<file path="config.mk">
export PLATFORM = sky130hd
export DESIGN_NAME = digital_io_terminal_config
export DESIGN_NICKNAME = d
export VERILOG_FILES = /design/src/logic/dio_cfg_pkg.sv /design/src/logic/digital_io_terminal_config.sv /design/src/logic/pin_sync.sv
export SDC_FILE = /design/constraint.sdc
export NUM_CORES = 1
export LEC_CHECK = 0
export BUFFER_PORTS_ARGS = -buffer_cell sky130_fd_sc_hd__buf_4
export CAP_MARGIN = 20
export CORE_UTILIZATION = 38
export CTS_CLUSTER_SIZE = 14
export DETAILED_ROUTE_END_ITERATION = 12
export GPL_TIMING_DRIVEN = 1
export HOLD_SLACK_MARGIN = 0.15
export SLEW_MARGIN = 20
export SYNTH_ARGS = -nofsm -noshare
export SYNTH_HDL_FRONTEND = slang
export SYNTH_SLANG_ARGS = --single-unit
</file>
<file path="constraint.sdc">
create_clock -name clk_i -period 3.81 [get_ports clk_i]
set_input_delay 0.381 -clock clk_i [delete_from_list [all_inputs] [get_ports clk_i]]
set_output_delay 0.381 -clock clk_i [all_outputs]
set_load 0.1 [all_outputs]
</file>
<file path="src/logic/dio_cfg_pkg.sv">
// Package for the digital terminal configuration block: register map,
// field widths, reset values and encodings.
// Assumes a 250 MHz clock and a plain register port with 8-bit word addresses.
package dio_cfg_pkg;

	// Register port
	localparam int ADDR_W = 8;
	localparam int DATA_W = 16;

	// Terminal counts, function code width and function count
	localparam int NUM_IN  = 8;
	localparam int NUM_OUT = 6;
	localparam int FUNC_W  = 7;
	localparam int NUM_FUNC = 100;

	// Register word addresses
	localparam logic [7:0] ADDR_IN_POL_BASE   = 8'h17;
	localparam logic [7:0] ADDR_PAIR_SOURCE   = 8'h28;
	localparam logic [7:0] ADDR_OUT_FUNC_BASE = 8'h29;
	localparam logic [7:0] ADDR_OUT_READBACK  = 8'h31;
	localparam logic [7:0] ADDR_FORCE_MASK    = 8'h32;
	localparam logic [7:0] ADDR_OUT_POL_BASE  = 8'h33;
	localparam logic [7:0] ADDR_FORCE_CTRL    = 8'h3f;
	localparam logic [7:0] ADDR_IN_STATE      = 8'h0c;

	// Field limits
	localparam logic [6:0] FUNC_CODE_MAX   = 7'h63;
	localparam logic [1:0] PAIR_SOURCE_MAX = 2'h2;

	// Reset values
	localparam logic [6:0] OUT1_FUNC_RESET  = 7'h09;
	localparam logic [6:0] OUT2_FUNC_RESET  = 7'h0d;
	localparam logic [6:0] OUTX_FUNC_RESET  = 7'h00;
	localparam logic [7:0] IN_POL_RESET     = 8'h00;
	localparam logic [5:0] OUT_POL_RESET    = 6'h00;
	localparam logic [5:0] FORCE_MASK_RESET = 6'h00;
	localparam logic [1:0] PAIR_SRC_RESET   = 2'h0;

	// Output pair source modes
	typedef enum logic [1:0] {
		PAIR_FUNCTION,
		PAIR_ENCODER_AB,
		PAIR_INDEX_Z
	} pair_source_t;

endpackage

</file>
<file path="src/logic/digital_io_terminal_config.sv">
// Digital input polarity and output function/force/polarity configuration.
// Assumes input terminals are asynchronous pins, while the function states and
// encoder pulses come from logic on clk_i. Registers are reached over a plain
// address/strobe port with read data one cycle after the read strobe.
//
// What this block does
// - Inputs three to ten each have a polarity bit; zero means low is asserted.
// - Pair source selects functions, encoder A/B, or Z on output one.
// - Readback shows six output states, bit zero for output one, set means on.
// - While forcing is active, the six-bit mask decides which outputs are on.
// - Mask bit zero drives output one, higher bits the following outputs.
// - Output one polarity bit, default zero, drives low when asserted.
// - Every setting is writable anytime and reaches the outputs one clock after the write.
// - Outputs two to six have polarity bits; zero active low, one active high.
module digital_io_terminal_config #(
	parameter int NUM_FUNC = dio_cfg_pkg::NUM_FUNC
) (
	// Clock and reset
	input  wire logic                    clk_i,
	input  wire logic                    rstn_i,
	// Register port
	input  wire logic [7:0]              reg_addr_i,
	input  wire logic [15:0]             reg_wdata_i,
	input  wire logic                    reg_write_i,
	input  wire logic                    reg_read_i,
	output logic      [15:0]             reg_rdata_o,
	// Input terminals (pins)
	input  wire logic                    input_terminal_3_i,
	input  wire logic                    input_terminal_4_i,
	input  wire logic                    input_terminal_5_i,
	input  wire logic                    input_terminal_6_i,
	input  wire logic                    input_terminal_7_i,
	input  wire logic                    input_terminal_8_i,
	input  wire logic                    input_terminal_9_i,
	input  wire logic                    input_terminal_10_i,
	// Asserted state of inputs three to ten, bit zero is input three
	output logic      [7:0]              input_asserted_o,
	// Drive function states and encoder pulses
	input  wire logic [NUM_FUNC-1:0]     function_state_i,
	input  wire logic                    encoder_a_i,
	input  wire logic                    encoder_b_i,
	input  wire logic                    encoder_z_i,
	// Output terminals
	output logic                         output_terminal_1_o,
	output logic                         output_terminal_2_o,
	output logic                         output_terminal_3_o,
	output logic                         output_terminal_4_o,
	output logic                         output_terminal_5_o,
	output logic                         output_terminal_6_o
);

	// Settings
	logic [7:0] in_pol;
	logic [5:0] out_pol;
	logic [1:0] pair_source;
	logic [6:0] out_func [dio_cfg_pkg::NUM_OUT];
	logic [5:0] force_mask;
	logic       force_enable;

	// Internal state
	logic [7:0]  in_level;
	logic [7:0]  in_raw;
	logic [5:0]  out_on;
	logic [5:0]  next_out_on;
	logic [15:0] next_rdata;

	// Word address match against a base plus an index
	function automatic logic addr_hit(input logic [7:0] addr, input logic [7:0] base, input int idx);
		addr_hit = (addr == 8'(base + 8'(idx)));
	endfunction

	// Function code to state; code zero and anything past the table are off
	function automatic logic func_pick(input logic [6:0] code, input logic [NUM_FUNC-1:0] states);
		func_pick = 1'b0;
		if (code != 7'h00 && int'(code) < NUM_FUNC) begin
			func_pick = states[code];
		end
	endfunction

	// Terminal level from logical state: polarity one is active high
	function automatic logic apply_pol(input logic state, input logic pol);
		apply_pol = pol ? state : ~state;
	endfunction

	assign in_raw = {input_terminal_10_i, input_terminal_9_i, input_terminal_8_i, input_terminal_7_i,
			input_terminal_6_i, input_terminal_5_i, input_terminal_4_i, input_terminal_3_i};

	pin_sync #(
		.WIDTH (dio_cfg_pkg::NUM_IN)
	) u_in_sync (
		.clk_i   (clk_i),
		.rstn_i  (rstn_i),
		.pins_i  (in_raw),
		.level_o (in_level)
	);

	// Input polarity settings
	always_ff @(posedge clk_i or negedge rstn_i) begin
		if (!rstn_i) begin
			in_pol <= dio_cfg_pkg::IN_POL_RESET;
		end else if (reg_write_i) begin
			for (int i = 0; i < dio_cfg_pkg::NUM_IN; i++) begin
				if (addr_hit(reg_addr_i, dio_cfg_pkg::ADDR_IN_POL_BASE, i)) begin
					in_pol[i] <= reg_wdata_i[0];
				end
			end
		end
	end

	// Output polarity settings, output one first
	always_ff @(posedge clk_i or negedge rstn_i) begin
		if (!rstn_i) begin
			out_pol <= dio_cfg_pkg::OUT_POL_RESET;
		end else if (reg_write_i) begin
			for (int i = 0; i < dio_cfg_pkg::NUM_OUT; i++) begin
				if (addr_hit(reg_addr_i, dio_cfg_pkg::ADDR_OUT_POL_BASE, i)) begin
					out_pol[i] <= reg_wdata_i[0];
				end
			end
		end
	end

	// Pair source; out-of-range codes leave the setting unchanged
	always_ff @(posedge clk_i or negedge rstn_i) begin
		if (!rstn_i) begin
			pair_source <= dio_cfg_pkg::PAIR_SRC_RESET;
		end else if (reg_write_i && reg_addr_i == dio_cfg_pkg::ADDR_PAIR_SOURCE) begin
			if (reg_wdata_i <= 16'(dio_cfg_pkg::PAIR_SOURCE_MAX)) begin
				pair_source <= reg_wdata_i[1:0];
			end
		end
	end

	// Function selectors; codes above 99 are rejected so no state is ever undefined
	always_ff @(posedge clk_i or negedge rstn_i) begin
		if (!rstn_i) begin
			out_func[0] <= dio_cfg_pkg::OUT1_FUNC_RESET;
			out_func[1] <= dio_cfg_pkg::OUT2_FUNC_RESET;
			for (int i = 2; i < dio_cfg_pkg::NUM_OUT; i++) begin
				out_func[i] <= dio_cfg_pkg::OUTX_FUNC_RESET;
			end
		end else if (reg_write_i && reg_wdata_i <= 16'(dio_cfg_pkg::FUNC_CODE_MAX)) begin
			for (int i = 0; i < dio_cfg_pkg::NUM_OUT; i++) begin
				if (addr_hit(reg_addr_i, dio_cfg_pkg::ADDR_OUT_FUNC_BASE, i)) begin
					out_func[i] <= reg_wdata_i[6:0];
				end
			end
		end
	end

	// Force mask and force enable
	always_ff @(posedge clk_i or negedge rstn_i) begin
		if (!rstn_i) begin
			force_mask   <= dio_cfg_pkg::FORCE_MASK_RESET;
			force_enable <= 1'b0;
		end else if (reg_write_i) begin
			if (reg_addr_i == dio_cfg_pkg::ADDR_FORCE_MASK) begin
				force_mask <= reg_wdata_i[5:0];
			end
			if (reg_addr_i == dio_cfg_pkg::ADDR_FORCE_CTRL) begin
				force_enable <= reg_wdata_i[0];
			end
		end
	end

	// Logical output state: force, then pair source, then function selectors
	always_comb begin
		for (int i = 0; i < dio_cfg_pkg::NUM_OUT; i++) begin
			next_out_on[i] = func_pick(out_func[i], function_state_i);
		end
		unique case (pair_source)
			dio_cfg_pkg::PAIR_ENCODER_AB: begin
				next_out_on[0] = encoder_a_i;
				next_out_on[1] = encoder_b_i;
			end
			dio_cfg_pkg::PAIR_INDEX_Z: begin
				next_out_on[0] = encoder_z_i;
			end
			default: begin
			end
		endcase
		if (force_enable) begin
			next_out_on = force_mask;
		end
	end

	always_ff @(posedge clk_i or negedge rstn_i) begin
		if (!rstn_i) begin
			out_on <= '0;
		end else begin
			out_on <= next_out_on;
		end
	end

	// Terminals take polarity from the same next state so they align with readback
	always_ff @(posedge clk_i or negedge rstn_i) begin
		if (!rstn_i) begin
			output_terminal_1_o <= 1'b1;
			output_terminal_2_o <= 1'b1;
			output_terminal_3_o <= 1'b1;
			output_terminal_4_o <= 1'b1;
			output_terminal_5_o <= 1'b1;
			output_terminal_6_o <= 1'b1;
		end else begin
			output_terminal_1_o <= apply_pol(next_out_on[0], out_pol[0]);
			output_terminal_2_o <= apply_pol(next_out_on[1], out_pol[1]);
			output_terminal_3_o <= apply_pol(next_out_on[2], out_pol[2]);
			output_terminal_4_o <= apply_pol(next_out_on[3], out_pol[3]);
			output_terminal_5_o <= apply_pol(next_out_on[4], out_pol[4]);
			output_terminal_6_o <= apply_pol(next_out_on[5], out_pol[5]);
		end
	end

	// Input asserted state: polarity zero means a low terminal is asserted
	always_ff @(posedge clk_i or negedge rstn_i) begin
		if (!rstn_i) begin
			input_asserted_o <= '0;
		end else begin
			input_asserted_o <= ~(in_level ^ in_pol);
		end
	end

	// Read mux
	always_comb begin
		next_rdata = 16'h0000;
		for (int i = 0; i < dio_cfg_pkg::NUM_IN; i++) begin
			if (addr_hit(reg_addr_i, dio_cfg_pkg::ADDR_IN_POL_BASE, i)) begin
				next_rdata = {15'h0000, in_pol[i]};
			end
		end
		for (int i = 0; i < dio_cfg_pkg::NUM_OUT; i++) begin
			if (addr_hit(reg_addr_i, dio_cfg_pkg::ADDR_OUT_FUNC_BASE, i)) begin
				next_rdata = {9'h000, out_func[i]};
			end
			if (addr_hit(reg_addr_i, dio_cfg_pkg::ADDR_OUT_POL_BASE, i)) begin
				next_rdata = {15'h0000, out_pol[i]};
			end
		end
		unique case (reg_addr_i)
			dio_cfg_pkg::ADDR_PAIR_SOURCE:  next_rdata = {14'h0000, pair_source};
			dio_cfg_pkg::ADDR_OUT_READBACK: next_rdata = {10'h000, out_on};
			dio_cfg_pkg::ADDR_FORCE_MASK:   next_rdata = {10'h000, force_mask};
			dio_cfg_pkg::ADDR_FORCE_CTRL:   next_rdata = {15'h0000, force_enable};
			dio_cfg_pkg::ADDR_IN_STATE:     next_rdata = {8'h00, input_asserted_o};
			default: begin
			end
		endcase
	end

	// Read data stands only in the cycle after the read strobe
	always_ff @(posedge clk_i or negedge rstn_i) begin
		if (!rstn_i) begin
			reg_rdata_o <= 16'h0000;
		end else if (reg_read_i) begin
			reg_rdata_o <= next_rdata;
		end else begin
			reg_rdata_o <= 16'h0000;
		end
	end

endmodule

</file>
<file path="src/logic/pin_sync.sv">
// Three-stage synchroniser for pin inputs with agreement filter.
// Assumes the inputs are asynchronous to clk_i; the held value changes only
// once the second and third stages agree.
module pin_sync #(
	parameter int WIDTH = 8
) (
	// Clock and reset
	input  wire logic             clk_i,
	input  wire logic             rstn_i,
	// Raw pins and filtered levels
	input  wire logic [WIDTH-1:0] pins_i,
	output logic      [WIDTH-1:0] level_o
);

	logic [WIDTH-1:0] stage1;
	logic [WIDTH-1:0] stage2;
	logic [WIDTH-1:0] stage3;

	// First stage feeds only the second stage
	always_ff @(posedge clk_i or negedge rstn_i) begin
		if (!rstn_i) begin
			stage1 <= '0;
			stage2 <= '0;
			stage3 <= '0;
		end else begin
			stage1 <= pins_i;
			stage2 <= stage1;
			stage3 <= stage2;
		end
	end

	always_ff @(posedge clk_i or negedge rstn_i) begin
		if (!rstn_i) begin
			level_o <= '0;
		end else begin
			for (int i = 0; i < WIDTH; i++) begin
				if (stage2[i] == stage3[i]) begin
					level_o[i] <= stage3[i];
				end
			end
		end
	end

endmodule

</file>
==> results of run 1 <==
worst register-to-register path: cells and delay by family, from the launching register on:
kind                      cells  cell delay [ns]
AOI/OAI and AO/OA             3             0.93
buffers and inverters         1             0.33
DFF                           1             0.76
and+or+nand+nor               2             0.37
xor gates and xnor gates      1             0.16
muxes                         1             0.36
cells in the mapped netlist (9+ instances only):
cell	number	share of area [%]
nand3_1	32	1.5
o21ai_0	25	1.2
buf_2	28	1.3
mux4_2	115	24
nor2b_1	15	0.87
dfrtp_1	114	26
nor2_1	62	2.1
a22oi_1	27	1.9
o211ai_1	11	0.76
xnor2_1	12	0.97
clkbuf_1	40	1.4
buf_4	12	0.83
nand2_1	70	2.4
nand2b_1	9	0.52
inv_1	15	0.52
o22ai_1	11	0.63
mux2_2	68	7.1
a21oi_1	37	1.7
mux2i_1	79	7.3
nor3_1	27	1.2
dfstp_2	11	2.7
nor4_1	10	0.58
nand3b_1	14	0.97
power by group through the flow:
stage	registers (mW)	clock network, mW	logic [mW]
after floorplan	1.54	0	0.265
after global placement	1.44	0	0.695
after detailed placement	1.44	0	0.697
after CTS	1.42	1.63	0.706
after global routing	1.43	1.69	0.750
final	1.42	1.61	0.716
layout make-up:
| type | count | share of cell area, % |
|---|---|---|
| clock inverters | 14 | 1.23 |
| flip-flops and latches | 125 | 24.3 |
| clock buffers | 18 | 3.31 |
| multi-input cells | 757 | 55.3 |
| inverters | 15 | 0.434 |
| well taps | 378 | 3.64 |
| repair buffers | 202 | 11.9 |
metal layers:
layer	global-route usage, %	vias to the layer above	share of wire, %	routed length (microns)
li1	-	4139	-	-
met2	45.4	729	45	19400
met3	6.71	109	11	4900
met4	11.4	0	3.5	1500
met1	42.0	5003	40	17200
met5	0	-	0	0
how the worst max path moves through the flow:
stage | endpoint | slack, ns | cells after the start | from
2_1_floorplan | output_terminal_2_o | 1.51 | 9 | out_func[28]
3_3_place_gp | output_terminal_2_o | 0.97 | 8 | out_func[29]
3_5_place_dp | output_terminal_2_o | 0.90 | 8 | out_func[29]
4_1_cts | output_terminal_2_o | 0.87 | 8 | out_func[29]
5_1_grt | output_terminal_2_o | 0.73 | 8 | out_func[28]
6_report | output_terminal_2_o | 0.84 | 8 | out_func[29]
kinds of logic after synthesis:
kind of cell	share of synthesized area (%)
AOI/OAI and AO/OA	11.0
buffers and inverters	5.11
xor gates and xnor gates	1.27
adders and majority gates	0.969
muxes	39.2
other	0.0346
DFF	29.0
and+or+nand+nor	13.4
layout by cell type, fill, tap and decap left out, types with 17 or more instances in the layout:
| master | synthesis | layout |
|---|---|---|
| mux4_2 | 115 | 115 |
| buf_4 | 12 | 193 |
| dfrtp_1 | 114 | 108 |
| o21ai_0 | 25 | 25 |
| mux2_2 | 68 | 68 |
| nor3_1 | 27 | 27 |
| mux2i_1 | 79 | 79 |
| clkbuf_16 | 0 | 17 |
| nor2_1 | 62 | 62 |
| nand2_1 | 70 | 70 |
| nand3_1 | 32 | 32 |
| a21oi_1 | 37 | 37 |
| a22oi_1 | 27 | 27 |
state kept, by name, indices dropped and copies added, names as in the netlist, 2 cells and up:
register and cells:
out_func 42, in_pol 8, u_in_sync.stage1 8, force_mask 6
reg_rdata_o 8, u_in_sync.level_o 8, pair_source 2, input_asserted_o 8
out_pol 6, u_in_sync.stage3 8, out_on 6, u_in_sync.stage2 8
metrics by stage:
step                utilization [%]  instance area, sq um  instances
floorplan                         -                 10900        991
global placement               44.0                 12300       1468
detailed placement             44.0                 12300       1468
CTS                            46.5                 13000       1509
global route                   46.5                 13000       1509
finish                         46.5                 13000       1509
==> flow_metrics.env, run 1 <==
export IMPL_viasPerCell=6.61
export IMPL_worst_slack_ns=0.837
export IMPL_synth_seq_cells=125
export IMPL_hold_class="in2reg"
export IMPL_first_pass_iters=7
export IMPL_seq_power_share_pct=38.0
export IMPL_cts_sinks=125
export IMPL_start_kind="flop"
export IMPL_rows=61
export IMPL_synth_cell_types=71
export IMPL_power_density_nw_per_um2=288
export IMPL_fmax_mhz=336
export IMPL_clock_skew_ns=0.0278
export IMPL_overflow=0
export IMPL_hold_depth=2
export IMPL_p_int_mw=2.64
export IMPL_slowest_delay_ns=0.76
export IMPL_critPathTopFamily="compound AO/OA/AOI/OAI gates"
export IMPL_wire_per_inst_microns=28.5
export IMPL_async_reset_ff_share_pct=100
export IMPL_avgSynthCellArea_sq_um=11.0
export IMPL_die_area_sq_um=29200
export IMPL_io_pins=169
export IMPL_crit_path_end_kind="flop"
export IMPL_via_count=9980
export IMPL_clkPwrFrac_pct=42.9
export IMPL_nNetsFinal=1259
export IMPL_cts_resized=0
export IMPL_nFillCells=2667
export IMPL_initial_core_util_pct=38.8
export IMPL_total_power_mw=3.74
export IMPL_cts_hold_buffers=9
export IMPL_insertion_delay_ns=0.43
export IMPL_rsz0062_at_grt="no"
export IMPL_ff2ff_path_depth=8
export IMPL_crit_arrival_ns=3.32
export IMPL_die_w_microns=171
export IMPL_path_cells="buf_4 > mux2_2 > nor3b_1 > a2111oi_0 > a31oi_1 > nor2_1 > o311a_1 > xnor2_1"
export IMPL_final_max_slew_violation_count=0
export IMPL_drt_iter0_markers=1366
export IMPL_irDropWorstVdd_uv=298
export IMPL_coreArea_sq_um=27900
export IMPL_fin_setup_tns_ns=0
export IMPL_port_buffers=160
export IMPL_reg2reg_slack_ns=0.84
export IMPL_dp_hpwl_mm=31.8
export IMPL_cts_root_buf="clkbuf_16"
export IMPL_cts_tree="done"
export IMPL_power_leakage_nw=4.84
export IMPL_min_period_ns=2.97
export IMPL_antenna_found_initial=1
export IMPL_swShare_pct=29.6
export IMPL_drt_wl_total_mm=43.0
export IMPL_slew_headroom_pct=38.9
export IMPL_layout_drive_gt1_share_pct=38.5
export IMPL_die_h_microns=171
export IMPL_syn_inst=984
export IMPL_drv_cap=0
export IMPL_combPwrFrac_pct=19.1
export IMPL_fin_crit_sh_pct=78.0
export IMPL_cp_slowest_cell="dfrtp_2"
export IMPL_grt_max_degree=57
export IMPL_netlist_area_sq_um=10800
export IMPL_grtUsageTotal_pct=30.1
export IMPL_crit_required_ns=4.16
export IMPL_run_status="finished clean"
export IMPL_numCtsBuffers=17
export IMPL_postRouteAntennaNets=0
export IMPL_setup_viol=0
export IMPL_power_switching_mw=1.11
export IMPL_clockBufferDepth=2
export IMPL_grt_pass1_wl_mm=63.8
export IMPL_min_from="reg_read_i"
export IMPL_worst_path_buf_inv=1
export IMPL_hold_viol=0
export IMPL_path_clk_slew_ns=0.06
export IMPL_cts_setup_buffers=0
export IMPL_hold_end="reg_rdata_o[7]"
export IMPL_synth_edf_count=0
export IMPL_synth_ff_type="dfrtp_1"
export IMPL_yosysSeqAreaShare_pct=29.0
export IMPL_gp_congestion=0.945
export IMPL_antennaDiodeCount=0
export IMPL_worstMarginPinSlew_ns=0.916
export IMPL_reg2reg_to="output_terminal_2_o"
export IMPL_yosysWarnings=0
export IMPL_first_global_vias=9729
export IMPL_multi_input_area_sq_um=7170
export IMPL_r2r_start="out_func[29]"
export IMPL_whs_ns=0.246
export IMPL_ff_latch_area_sq_um=3150
export IMPL_cts_htree_levels=4
export IMPL_area_delta_synth_final_pct=19.7
export IMPL_drc=0
export IMPL_crit_fanout=21
export IMPL_preCtsSetupSlack_ns=0.901
export IMPL_path_class="reg2reg"
(Power assumes the default switching activity.)
==> run 2: changes to the inputs <==
--- a/config.mk
+++ b/config.mk
@@ -5,6 +5,7 @@
 export SDC_FILE = /design/constraint.sdc
 export NUM_CORES = 1
 export LEC_CHECK = 0
+export ABC_AREA = 1
 export BUFFER_PORTS_ARGS = -buffer_cell sky130_fd_sc_hd__buf_4
 export CAP_MARGIN = 20
 export CORE_UTILIZATION = 38
==> constraint.sdc (replaced) <==
create_clock -name clk_i -period 2.58 [get_ports clk_i]
set_input_delay 0.258 -clock clk_i [delete_from_list [all_inputs] [get_ports clk_i]]
set_output_delay 0.258 -clock clk_i [all_outputs]
set_load 0.1 [all_outputs]
==> run 2 against run 1 <==
- die area up 0.84%
- synthesized cell count up 74%
- non-clock buffer count up 29
- via count up 34%
- sequential cell count unchanged
- global-route usage up 4.7 points
- setup slack worse by 0.69 ns
- count of clock-buffer cells in the layout down 1
- combinational power up 48%
- fmax up 22%
- clock power up 50%
- critical endpoint is now output_terminal_4_o
==> flow_metrics.env, run 2 <==
export IMPL_port_buffers=160
export IMPL_io_pins=169
export IMPL_first_pass_iters=6
export IMPL_path_class="reg2reg"
export IMPL_gp_congestion=1.09
export IMPL_die_h_microns=172
export IMPL_layout_drive_gt1_share_pct=15.6
export IMPL_irDropWorstVdd_uv=428
export IMPL_fmax_mhz=411
export IMPL_layout_common_cells="o21ai_0, nand2_1, a21oi_1"
export IMPL_insertion_delay_ns=0.43
export IMPL_synth_top_area_cell="dfrtp_1"
export IMPL_antenna_found_initial=0
export IMPL_rsz0062_at_grt="no"
export IMPL_crit_required_ns=2.93
export IMPL_yosysWarnings=0
export IMPL_overflow=0
export IMPL_cts_root_buf="clkbuf_16"
export IMPL_viasPerCell=6.00
export IMPL_crit_path_end_kind="flop"
export IMPL_die_w_microns=172
export IMPL_run_status="finished clean"
export IMPL_min_period_ns=2.44
export IMPL_r2r_start="out_func[14]"
export IMPL_crit_path_start="out_func[14]"
export IMPL_synth_cell_types=45
export IMPL_drv_cap=0
export IMPL_path_clk_slew_ns=0.06
export IMPL_worst_slack_ns=0.145
export IMPL_clock_skew_ns=0.0107
export IMPL_use_met2_pct=56.0
export IMPL_crit_fanout=51
export IMPL_postRouteAntennaNets=0
export IMPL_avgSynthCellArea_sq_um=6.40
export IMPL_first_global_vias=11800
export IMPL_via_count=13400
export IMPL_synth_ff_type="dfrtp_1"
export IMPL_hold_end="out_pol[3]"
export IMPL_use_met3_pct=4.79
export IMPL_synth_seq_cells=125
export IMPL_synth_top_area_share_pct=26.1
export IMPL_synth_top_cells_by_area="dfrtp_1, o21ai_0, a21oi_1, nand2_1, o211ai_1"
export IMPL_top_usage_layer="met2"
export IMPL_final_common_cell="o21ai_0"
export IMPL_antennaDiodeCount=0
export IMPL_start_kind="flop"
export IMPL_setup_viol=0
export IMPL_numCtsBuffers=17
export IMPL_wire_per_inst_microns=23.1
export IMPL_drc=0
export IMPL_yosysSeqAreaShare_pct=28.7
export IMPL_power_leakage_nw=5.43
export IMPL_crit_arrival_ns=2.79
export IMPL_whs_ns=0.210
export IMPL_fin_setup_tns_ns=0
export IMPL_grt_max_degree=81
export IMPL_synth_edf_count=0
export IMPL_power_density_nw_per_um2=421
export IMPL_dp_hpwl_mm=39.8
export IMPL_worstMarginPinSlew_ns=0.644
export IMPL_syn_inst=1710
export IMPL_coreArea_sq_um=28000
export IMPL_initial_core_util_pct=39.0
export IMPL_slew_headroom_pct=57.1
export IMPL_die_area_sq_um=29500
export IMPL_area_delta_synth_final_pct=21.1
export IMPL_grtUsageTotal_pct=34.8
export IMPL_cts_tree="done"
export IMPL_fin_crit_sh_pct=94.4
export IMPL_netlist_top_cells_count="o21ai_0, nand2_1, a21oi_1"
export IMPL_cts_sinks=125
export IMPL_nNetsFinal=1983
export IMPL_reg2reg_to="output_terminal_4_o"
export IMPL_synth_most_common_cell="o21ai_0"
export IMPL_netlist_area_sq_um=10900
export IMPL_grt_pass1_wl_mm=74.3
export IMPL_min_from="reg_write_i"
export IMPL_largest_reg_flops=42
export IMPL_cts_htree_levels=4
export IMPL_clockBufferDepth=2
export IMPL_preCtsSetupSlack_ns=0.201
export IMPL_hold_class="in2reg"
export IMPL_drt_wl_total_mm=51.7
export IMPL_reg2reg_slack_ns=0.14
export IMPL_final_max_slew_violation_count=0
export IMPL_async_reset_ff_share_pct=100
export IMPL_ff2ff_path_depth=12
export IMPL_use_met1_pct=42.8
export IMPL_hold_viol=0
export IMPL_nFillCells=2956
export IMPL_hold_depth=3
export IMPL_top_register="out_func"
export IMPL_drt_iter0_markers=1864
export IMPL_rows=61
==> run 2: kinds of logic after synthesis <==
| group | synth area share, % |
|---|---|
| compound gates | 36.7 |
| xor+xnor | 0.961 |
| fa+ha+maj | 0.961 |
| buf+inv | 11.1 |
| flops | 28.7 |
| other cells | 0.0343 |
| simple gates | 21.5 |
==> run 2: metal layers <==
layer | share of wire, % | up-vias
li1 | - | 6250
met1 | 39 | 6100
met2 | 45 | 859
met3 | 8.1 | 198
met4 | 7.7 | 0
met5 | 0 | -
==> run 2: repair_timing <==
| action | in CTS | in global routing |
|---|---|---|
| hold endpoints to repair | 54 | 0 |
| buffers inserted | 0 | 0 |
| hold buffers | 11 | 0 |
| gates resized for setup | 0 | 2 |
| endpoints found under the setup margin | 0 | 2 |
==> run 2: metrics by stage <==
| step | instances | instance area (sq um) | power [mW] | utilization, % |
|---|---|---|---|---|
| 2_1_floorplan | 1717 | 11000 | 2.62 | - |
| 3_3_place_gp | 2190 | 12500 | 3.16 | 44.7 |
| 3_5_place_dp | 2190 | 12500 | 3.16 | 44.7 |
| 4_1_cts | 2233 | 13200 | 5.59 | 47.3 |
| 5_1_grt | 2233 | 13200 | 5.74 | 47.3 |
| 6_report | 2233 | 13200 | 5.58 | 47.3 |
==> run 2: worst max path at each step <==
| stage | to | slack, ns | depth (start not counted) |
|---|---|---|---|
| final | output_terminal_4_o | 0.14 | 12 |
| after global routing | output_terminal_4_o | 0.009 | 12 |
| after CTS | output_terminal_3_o | 0.24 | 14 |
| after detailed placement | reg_rdata_o[0] | 0.20 | 16 |
| after global placement | reg_rdata_o[0] | 0.23 | 16 |
| after floorplan | output_terminal_1_o | 0.76 | 13 |
==> run 2: report_power, final <==
| group | internal, mW | switching (mW) | leakage, nW | total, mW |
|---|---|---|---|---|
| combinational | 0.314 | 0.744 | 3.57 | 1.06 |
| sequential | 2.04 | 0.0589 | 1.58 | 2.10 |
| clock | 1.38 | 1.04 | 0.288 | 2.42 |
==> run 2: layout make-up <==
type / instances / area (sq um) / area share (%)
inverter: 154 / 582 / 4.39
clock buffer: 17 / 425 / 3.21
tap: 378 / 473 / 3.57
sequential: 125 / 3150 / 23.8
multi-input combinational: 1313 / 6610 / 49.9
timing repair buffer: 231 / 1840 / 13.9
clock inverter: 15 / 170 / 1.28
==> run 2: critical path: stages (launching register included) <==
cell      delay [ns]
dfrtp_2         0.41
buf_4           0.40
a21oi_1         0.14
o21ai_0         0.09
o21ai_0         0.14
o211ai_1        0.28
nand3_1         0.13
nand2_1         0.09
o22ai_1         0.10
o211ai_1        0.31
o21ai_1         0.15
nand2_1         0.08
nand2_1         0.04
